<file path="src/scc_pkg.sv">
// Package of offsets, field positions, reset and preset values for the statistics counter control block.
package scc_pkg;

    // Register byte offsets.
    localparam logic [11:0] SCC_CTRL_OFS   = 12'h100;
    localparam logic [11:0] SCC_STAT_OFS   = 12'h104;
    localparam logic [11:0] SCC_MASK_OFS   = 12'h10C;
    localparam logic [11:0] SCC_FRAME_OFS  = 12'h180;
    localparam logic [11:0] SCC_OCTET_OFS  = 12'h184;

    // Control register field positions.
    localparam int SCC_CTRL_CLEAR  = 0;
    localparam int SCC_CTRL_SAT    = 1;
    localparam int SCC_CTRL_COR    = 2;
    localparam int SCC_CTRL_FREEZE = 3;
    localparam int SCC_CTRL_PRESET = 4;
    localparam int SCC_CTRL_FULL   = 5;
    localparam int SCC_CTRL_W      = 6;

    // Reset values.
    localparam logic [5:0]  SCC_CTRL_RST = 6'h00;
    localparam logic [1:0]  SCC_STAT_RST = 2'h0;
    localparam logic [1:0]  SCC_MASK_RST = 2'h0;
    localparam logic [31:0] SCC_CNT_RST  = 32'h0000_0000;

    // Counter indices and preset values.
    localparam int SCC_NCNT      = 2;
    localparam int SCC_IDX_FRAME = 0;
    localparam int SCC_IDX_OCTET = 1;
    localparam logic [31:0] SCC_OCT_HALF = 32'h7FFF_F800;
    localparam logic [31:0] SCC_FRM_HALF = 32'h7FFF_FFF0;
    localparam logic [31:0] SCC_OCT_FULL = 32'hFFFF_F800;
    localparam logic [31:0] SCC_FRM_FULL = 32'hFFFF_FFF0;
    localparam logic [31:0] SCC_CNT_MAX  = 32'hFFFF_FFFF;
    localparam int SCC_HALF_BIT = 31;

endpackage

</file>
<file path="src/scc_stat_counter_control.sv">
// Statistics counter control register, two representative receive counters and their interrupt logic.
`timescale 1ns/100ps
`default_nettype none
// Operation
// Half preset: octets 7FFF_F800, frames 7FFF_FFF0
// Full preset: octets FFFF_F800, frames FFFF_FFF0
// Bit 4 presets all, self-clears after one cycle
// Bit 3 freezes counting until written zero
// Frozen counters still clear on read
// Clear-on-read triggered by low byte lane read
// Bit 1 makes counters saturate at maximum
// Bit 0 clears all, self-clears after one cycle
// Bits 31:6 read zero, ignore writes
// Counters read-only, zero after reset
// Receive counters flag at half and maximum
// Clear or preset beats frame increment
module scc_stat_counter_control
    import scc_pkg::*;
(
    input  wire logic        clock,
    input  wire logic        nrst,
    input  wire logic [11:0] addr,
    input  wire logic [31:0] wdata,
    input  wire logic        wr,
    input  wire logic        rd,
    output var  logic [31:0] rdata,
    input  wire logic        rxFrameDone,
    input  wire logic [15:0] rxFrameBytes,
    output var  logic        counterClear,
    output var  logic        counterPreset,
    output var  logic        presetFull,
    output var  logic        counterFreeze,
    output var  logic        counterSaturate,
    output var  logic        clearOnRead,
    output var  logic        irq
);

    // Register map on the byte address port. The control word sits at the base offset with six
    // live bits, two of them self-clearing triggers. A trigger reads back as one only in the single
    // cycle it stands, so a read strobed right after the write still sees it.
    // The status word follows, one sticky flag per counter, cleared by writing ones to it.
    // The mask word lets a flagged counter reach the interrupt where its bit is one.
    // The frame and octet counters sit in the counter window and are read-only.
    // Any other address reads as zero and drops writes, so software that probes the gaps
    // changes nothing.
    // A read answers one cycle after its strobe and the bus never waits, so a master may issue
    // strobes back to back.

    // Architectural registers, their next values and the decoded strobes.
    logic [5:0]  ctrl_reg;
    logic [1:0]  stat_reg;
    logic [1:0]  mask_reg;
    logic [31:0] rdata_reg;
    logic        irq_reg;
    logic [31:0] cnt_reg [SCC_NCNT];
    logic [31:0] incAmt  [SCC_NCNT];
    logic [31:0] presetVal [SCC_NCNT];
    logic [SCC_NCNT-1:0] cntRead;
    logic [SCC_NCNT-1:0] cntEvent;
    logic        ctrlWr;
    logic        statWr;
    logic        maskWr;
    logic [5:0]  ctrl_next;
    logic [1:0]  stat_next;
    logic [1:0]  statClr;
    logic [1:0]  mask_next;
    logic        irq_next;
    logic [31:0] rdata_next;

    // Address decode for writes. The full byte address is compared, so no register shows up
    // again at a mirrored offset.
    assign ctrlWr = wr && (addr == SCC_CTRL_OFS);
    assign statWr = wr && (addr == SCC_STAT_OFS);
    assign maskWr = wr && (addr == SCC_MASK_OFS);

    // A read of a counter word always covers its low byte lane on this port.
    assign cntRead[SCC_IDX_FRAME] = rd && (addr == SCC_FRAME_OFS);
    assign cntRead[SCC_IDX_OCTET] = rd && (addr == SCC_OCTET_OFS);

    // Per-counter increment amount. The byte count only matters beside a frame pulse, so the port
    // may carry stale values between frames.
    assign incAmt[SCC_IDX_FRAME] = {31'h0000_0000, rxFrameDone};
    assign incAmt[SCC_IDX_OCTET] = rxFrameDone ? {16'h0000, rxFrameBytes} : 32'h0000_0000;

    // Preset values follow the full/half select.
    // The select is read in the trigger cycle, so one control write may set both.
    assign presetVal[SCC_IDX_FRAME] = ctrl_reg[SCC_CTRL_FULL] ? SCC_FRM_FULL : SCC_FRM_HALF;
    assign presetVal[SCC_IDX_OCTET] = ctrl_reg[SCC_CTRL_FULL] ? SCC_OCT_FULL : SCC_OCT_HALF;

    // Next control value. A write replaces the six live bits; reserved bits of the word are never
    // stored, so they cannot read back. Without a write only the two triggers drop, which makes
    // each trigger a pulse of exactly one cycle however long software waits before its next access.
    always_comb
    begin
        ctrl_next = ctrl_reg;
        if (ctrlWr)
        begin
            ctrl_next = wdata[SCC_CTRL_W-1:0];
        end
        else
        begin
            ctrl_next[SCC_CTRL_CLEAR]  = 1'b0;
            ctrl_next[SCC_CTRL_PRESET] = 1'b0;
        end
    end

    // Control register.
    always_ff @(posedge clock)
    begin
        if (!nrst)
        begin
            ctrl_reg <= SCC_CTRL_RST;
        end
        else
        begin
            ctrl_reg <= ctrl_next;
        end
    end

    // Counter bank. Clear and preset outrank a read clear, which outranks counting, so a frame that
    // lands on a trigger cycle is lost on purpose: the trigger defines the new starting value. A read
    // clear likewise swallows a frame in the same cycle, which software sees as one frame missing.
    // Only two receive counters are kept here; the rest of the array follows the common controls.
    generate
        for (genvar i = 0; i < SCC_NCNT; i++)
        begin : g_cnt
            logic [32:0] sum;
            logic [31:0] cntStep;
            logic [31:0] cnt_next;
            logic        halfHit;
            logic        fullHit;
            logic        readClear;
            logic        countEn;

            assign sum = {1'b0, cnt_reg[i]} + {1'b0, incAmt[i]};

            // Saturation clamps a carry to the top value instead of wrapping. A wrapped counter
            // would look freshly cleared to software, which saturation rules out.
            always_comb
            begin
                cntStep = sum[31:0];
                if (sum[32] && ctrl_reg[SCC_CTRL_SAT])
                begin
                    cntStep = SCC_CNT_MAX;
                end
            end

            // A read clears only with clear-on-read on, and a frozen bank still honours it.
            assign readClear = cntRead[i] && ctrl_reg[SCC_CTRL_COR];

            // Counting needs no trigger, no read clear and no freeze in this cycle.
            assign countEn = !ctrl_reg[SCC_CTRL_CLEAR] && !ctrl_reg[SCC_CTRL_PRESET] && !readClear
                             && !ctrl_reg[SCC_CTRL_FREEZE];

            // Crossing into the upper half or arriving at the top both raise the flag. Loads from a
            // trigger never raise it, so a preset only places the counter just short of the mark.
            assign halfHit = !cnt_reg[i][SCC_HALF_BIT] && cntStep[SCC_HALF_BIT];
            assign fullHit = (cnt_reg[i] != SCC_CNT_MAX) && (cntStep == SCC_CNT_MAX || sum[32]);
            assign cntEvent[i] = countEn && (incAmt[i] != 32'h0000_0000) && (halfHit || fullHit);

            // Next count in priority order: reset trigger, preset trigger, read clear, counting.
            always_comb
            begin
                cnt_next = cnt_reg[i];
                if (ctrl_reg[SCC_CTRL_CLEAR])
                begin
                    cnt_next = SCC_CNT_RST;
                end
                else if (ctrl_reg[SCC_CTRL_PRESET])
                begin
                    cnt_next = presetVal[i];
                end
                else if (readClear)
                begin
                    cnt_next = SCC_CNT_RST;
                end
                else if (!ctrl_reg[SCC_CTRL_FREEZE])
                begin
                    cnt_next = cntStep;
                end
            end

            // Counter register, zero out of reset.
            always_ff @(posedge clock)
            begin
                if (!nrst)
                begin
                    cnt_reg[i] <= SCC_CNT_RST;
                end
                else
                begin
                    cnt_reg[i] <= cnt_next;
                end
            end
        end
    endgenerate

    // Write-one-clear bits of the status word; only a write to the status offset clears.
    assign statClr = statWr ? wdata[1:0] : 2'h0;

    // Next status. The clear is applied before the set, so an event that lands in the cycle of a
    // clear survives and software never loses a flag it has not yet seen.
    always_comb
    begin
        stat_next = (stat_reg & ~statClr) | cntEvent;
    end

    // Sticky interrupt status.
    always_ff @(posedge clock)
    begin
        if (!nrst)
        begin
            stat_reg <= SCC_STAT_RST;
        end
        else
        begin
            stat_reg <= stat_next;
        end
    end

    // Next mask: replaced whole by a mask write, held otherwise.
    always_comb
    begin
        mask_next = mask_reg;
        if (maskWr)
        begin
            mask_next = wdata[1:0];
        end
    end

    // Interrupt mask, a one lets the matching status bit through.
    always_ff @(posedge clock)
    begin
        if (!nrst)
        begin
            mask_reg <= SCC_MASK_RST;
        end
        else
        begin
            mask_reg <= mask_next;
        end
    end

    // Any flagged and enabled counter asks for service.
    assign irq_next = |(stat_reg & mask_reg);

    // Registered interrupt level, so it trails the status by one cycle. The extra cycle keeps the
    // pin free of decode glitches, at the cost of one cycle more before software is called.
    always_ff @(posedge clock)
    begin
        if (!nrst)
        begin
            irq_reg <= 1'b0;
        end
        else
        begin
            irq_reg <= irq_next;
        end
    end

    // Read mux. Only the cycle of the strobe selects a word; every other cycle yields zero so the
    // answer stands for exactly one cycle. Counters are read-only: writes to their offsets fall
    // through the write decode and are ignored.
    always_comb
    begin
        rdata_next = 32'h0000_0000;
        if (rd)
        begin
            unique case (addr)
                SCC_CTRL_OFS:  rdata_next = {26'h000_0000, ctrl_reg};
                SCC_STAT_OFS:  rdata_next = {30'h0000_0000, stat_reg};
                SCC_MASK_OFS:  rdata_next = {30'h0000_0000, mask_reg};
                SCC_FRAME_OFS: rdata_next = cnt_reg[SCC_IDX_FRAME];
                SCC_OCTET_OFS: rdata_next = cnt_reg[SCC_IDX_OCTET];
                default:       rdata_next = 32'h0000_0000;
            endcase
        end
    end

    // Read data register, holding the answer for the cycle after the strobe.
    always_ff @(posedge clock)
    begin
        if (!nrst)
        begin
            rdata_reg <= 32'h0000_0000;
        end
        else
        begin
            rdata_reg <= rdata_next;
        end
    end

    // Common controls for the wider counter array, all straight from flip-flops.
    // Every counter outside this block sees the same trigger cycle, so the whole array moves together.
    assign rdata           = rdata_reg;
    assign irq             = irq_reg;
    assign counterClear    = ctrl_reg[SCC_CTRL_CLEAR];
    assign counterPreset   = ctrl_reg[SCC_CTRL_PRESET];
    assign presetFull      = ctrl_reg[SCC_CTRL_FULL];
    assign counterFreeze   = ctrl_reg[SCC_CTRL_FREEZE];
    assign counterSaturate = ctrl_reg[SCC_CTRL_SAT];
    assign clearOnRead     = ctrl_reg[SCC_CTRL_COR];

endmodule
`default_nettype wire

</file>
<file path="config.mk">
export PLATFORM = sky130hd
export DESIGN_NAME = scc_stat_counter_control
export DESIGN_NICKNAME = d
export VERILOG_FILES = /design/src/scc_pkg.sv /design/src/scc_stat_counter_control.sv
export SDC_FILE = /design/constraint.sdc
export NUM_CORES = 1
export LEC_CHECK = 0
export BUFFER_PORTS_ARGS = -buffer_cell sky130_fd_sc_hd__buf_4
export CORE_UTILIZATION = 45
export DETAILED_ROUTE_END_ITERATION = 12
export GPL_TIMING_DRIVEN = 0
export PLACE_DENSITY_LB_ADDON = 0.05
export REMOVE_ABC_BUFFERS = 1
export SLEW_MARGIN = 0
export SYNTH_ARGS = -nofsm -noshare
export SYNTH_HDL_FRONTEND = slang
export SYNTH_SLANG_ARGS = --single-unit
</file>
<file path="constraint.sdc">
create_clock -name clock -period 4.8 [get_ports clock]
set_clock_uncertainty 0.2 [all_clocks]
set_input_delay 0.96 -clock clock [delete_from_list [all_inputs] [get_ports clock]]
set_output_delay 0.96 -clock clock [all_outputs]
set_load 0.005 [all_outputs]
</file>
==> flow_metrics.tcl <==
set metrics [dict create \
    status "finished, violations left" \
    violations_in_the_final_reports "DRC" \
    area_of_the_core_um2 14600 \
    clkLatencyLatePin_ns 0.36 \
    design.final.nets 1021 \
    cts_root_buffer "clkbuf_16" \
    r2r-start "cnt_reg[1][0]$_SDFFE_PP0N_" \
    synth_fa_ha_area_share_pct 3.60 \
    post_dp_cell_area_um2 7430 \
    initial_core_util_pct 46.5 \
    maxCapViolations 0 \
    max_clock_freq_ghz 0.225 \
    critical_path.reg2reg.endpoint "stat_reg[1]$_SDFF_PN0_" \
    timing.critical_path.from_type "input pin" \
    drt-pass1-iter-count 9 \
    final.hold.worst_slack_ns 0.326 \
    wire_per_inst_um 19.5 \
    drt.antenna.violating_nets 0 \
    routed_wirelength_um 21900 \
    diodes 0 \
    timing_worst_setup_path_type "in2reg" \
    crit_chain "buf_4, and2_1, ha_1, inv_1, fa_1, nand2b_1, a21oi_1, xnor2_1, or4_1, or4_1, or4_1, nor4_2, nand4_1, o31ai_2" \
    post_synth_cell_types 68 \
    clock_tree.buffer_depth 2 \
    worst_pin_slew_ns 1.13 \
    synth_common_cells "112 x nor2_1, 109 x a21oi_1, 107 x dfxtp_1" \
    ys_warn_count 0 \
    die-width_um 125 \
    first_global_vias 6644 \
    wire_length_of_the_first_global_routing_pass_um 35100 \
    report.final.setup_viol 0 \
    global_route_congestion_overflow_total 0 \
    final_estimated_routing_congestion_in_global_placement 0.999 \
    final.period_utilization_pct 92.6 \
    grt_util_all_layers_pct 28.3 \
    fin_crit_ns 4.44 \
    final_layout_size_suffix_gt1_share_pct 13.9 \
    setup.worst_path.start "rxFrameDone" \
    crit_fanout 18 \
    hpwlAfterDp_um 16200 \
    clock_sinks 107 \
    ys.flop_type "dfxtp_1" \
    finalMaxSlewViolations 0 \
    sequential_cell_area_um2 2140 \
    drc_viols 2 \
    cts_tree "yes" \
    setup_repair_after_global_routing_missed_its_margin "false" \
    fin_area_um2 7740 \
    htreeDepth 3 \
    yosys.area.top_type "dfxtp_1" \
    critPathBufInv 2 \
    p_leak_nw 2.85 \
    report.final.hold_viol_count 0 \
    yosysTopAreaCellShare_pct 31.5 \
    multiplexer_share_of_the_synthesized_area_pct 1.95 \
    fill_cells 1443 \
    path_depth 14 \
    critical_path_cell_with_the_highest_stage_delay "or4_1" \
    ff2ff_path_depth 12 \
    synthesis.area_per_instance_um2 7.45 \
    worst_path_most_repeated_cell "or4_1" \
    floorplan.die.height_um 125 \
    cts-hold-fix-buffers 0 \
    cts-buffers-inserted 9 \
    max_ffs_per_register 64 \
    ir_drop_v 0.000185 \
    pin_count 104 \
    worst_setup_hold_path_clk_slew_ns 0.08 \
    synth.yosys.seq_area_share_pct 31.5 \
    synth.area.top_cells "dfxtp_1 31%, a21oi_1 8.0%, nor2_1 6.2%" \
    synth-xor-area-share_pct 4.50 \
    die-area_um2 15600 \
    drt-initial-drc-count 461 \
    endpoint "stat_reg[1]$_SDFF_PN0_" \
    multi_input_area_um2 4350 \
    grt_antenna_before_repair 0 \
    grt_start_max_net_pins 51 \
    postSynth.asyncResetShare_pct 0 \
    crit_path_max_incr_delay_ns 0.51 \
    synth_top_family_by_area "simple AND/OR/NAND/NOR gates" \
    overall_power_of_the_completed_layout_w 0.00198 \
    synth_compound_gate_area_share_pct 24.5 \
    worst_ep_required_time_ns 4.85 \
    ys_seq_elements 107 \
    worst_case_register_to_register_setup_slack_ns 0.82 \
    cts_resized 0 \
    route.vias.total 6908 \
    netlist_instances 914 \
    p_per_area_nw_per_um2 256 \
    number_of_synthesized_flops_with_an_enable_pin 0 \
    placement_rows 44 \
    worst_slew_margin_relative_to_its_limit_pct 24.6 \
    basic_gate_share_of_the_synthesized_area_counting_and_or_nand_and_nor_cells_pct 28.8 \
    hold_path_class "reg2reg" \
    worst_slack_ns 0.356 \
    critPathTopFamily "simple AND/OR/NAND/NOR gates" \
    vias_per_cell 6.13 \
    arrival_ns 4.50 \
    post_synth_instance_area_um2 6810 \
    postCtsSetupRepairBufs 0 \
    syn_to_final_growth_pct 13.7 \
    count_of_buffers_inserted_at_the_top_level_ports 77 \
    setup.worst_path.end_class "flip-flop" \
    synthMostInstantiatedCell "nor2_1" \
    dp_slack_ns -0.270 \
]
logic make-up (layout without fill, tap and decap cells):
kind of cell,Yosys count,after routing
compound gates,273,273
simple gates,380,380
buf+inv,87,115
xor+xnor,35,35
mux,13,13
fa+ha+maj,19,19
flops,107,107
routing by layer:
metal | part of all wire (%) | up-vias | GRT usage, %
met4 | 2.3 | 0 | 9.90
met1 | 44 | 3287 | 36.9
met3 | 5.5 | 42 | 4.58
met5 | 0 | - | 0
met2 | 48 | 209 | 47.4
li1 | - | 3370 | -
cells in the final DEF (no fill, tap or decap), types with 11 or more instances in the layout:
cell,instances
and2_1,23
a21oi_1,109
a22oi_1,27
nand4_1,29
o211ai_1,16
xnor2_1,20
buf_4,79
nand3_1,39
nor2_1,111
dfxtp_1,105
nand2_1,70
nor3_1,15
nor2b_1,14
o21ai_0,51
and3_1,24
xor2_1,15
mux2i_1,11
ha_1,18
inv_1,15
worst reg2reg max path, delay by kind of cell (launching register included):
kind / cells / cell delay (ns)
simple gates: 6 / 1.97
fa+ha+maj: 2 / 0.62
compound gates: 2 / 0.48
flops: 1 / 0.44
xor+xnor: 1 / 0.12
buf+inv: 1 / 0.06
power by group:
part | internal, W | switching [W] | total (W)
Clock | 0.000374 | 0.000356 | 0.000731
Combinational | 0.000124 | 0.000178 | 0.000302
Sequential | 0.000911 | 0.0000397 | 0.000951
Total | 0.00141 | 0.000574 | 0.00198
metrics by stage:
stage | setup TNS, ns | instances | util, %
after CTS | 0 | 1126 | 52.7
final | 0 | 1126 | 52.8
after global routing | 0 | 1126 | 52.8
after detailed placement | -0.270 | 1110 | 50.7
after global placement | -7.53 | 1103 | 50.0
after floorplan | 0 | 842 | -
area by class of cell:
| type | instances | area share [%] |
|---|---|---|
| Clock buffer | 11 | 3.14 |
| Clock inverter | 5 | 0.582 |
| Inverter | 15 | 0.728 |
| Multi-Input combinational cell | 720 | 56.2 |
| Sequential cell | 107 | 27.7 |
| Tap cell | 184 | 2.97 |
| Timing Repair Buffer | 84 | 8.67 |
how the worst min path moves through the flow:
stage                               start                    endpoint  slack (ns)  cells past startpoint
2_1_floorplan  cnt_reg[1][2]$_SDFFE_PP0N_  cnt_reg[1][2]$_SDFFE_PP0N_        0.27                      2
3_3_place_gp   cnt_reg[1][2]$_SDFFE_PP0N_  cnt_reg[1][2]$_SDFFE_PP0N_        0.31                      2
6_report       cnt_reg[1][2]$_SDFFE_PP0N_  cnt_reg[1][2]$_SDFFE_PP0N_        0.33                      2
5_1_grt        cnt_reg[1][2]$_SDFFE_PP0N_  cnt_reg[1][2]$_SDFFE_PP0N_        0.36                      2
3_5_place_dp   cnt_reg[1][2]$_SDFFE_PP0N_  cnt_reg[1][2]$_SDFFE_PP0N_        0.32                      2
4_1_cts        cnt_reg[1][2]$_SDFFE_PP0N_  cnt_reg[1][2]$_SDFFE_PP0N_        0.33                      2
(Power assumes the default switching activity.)
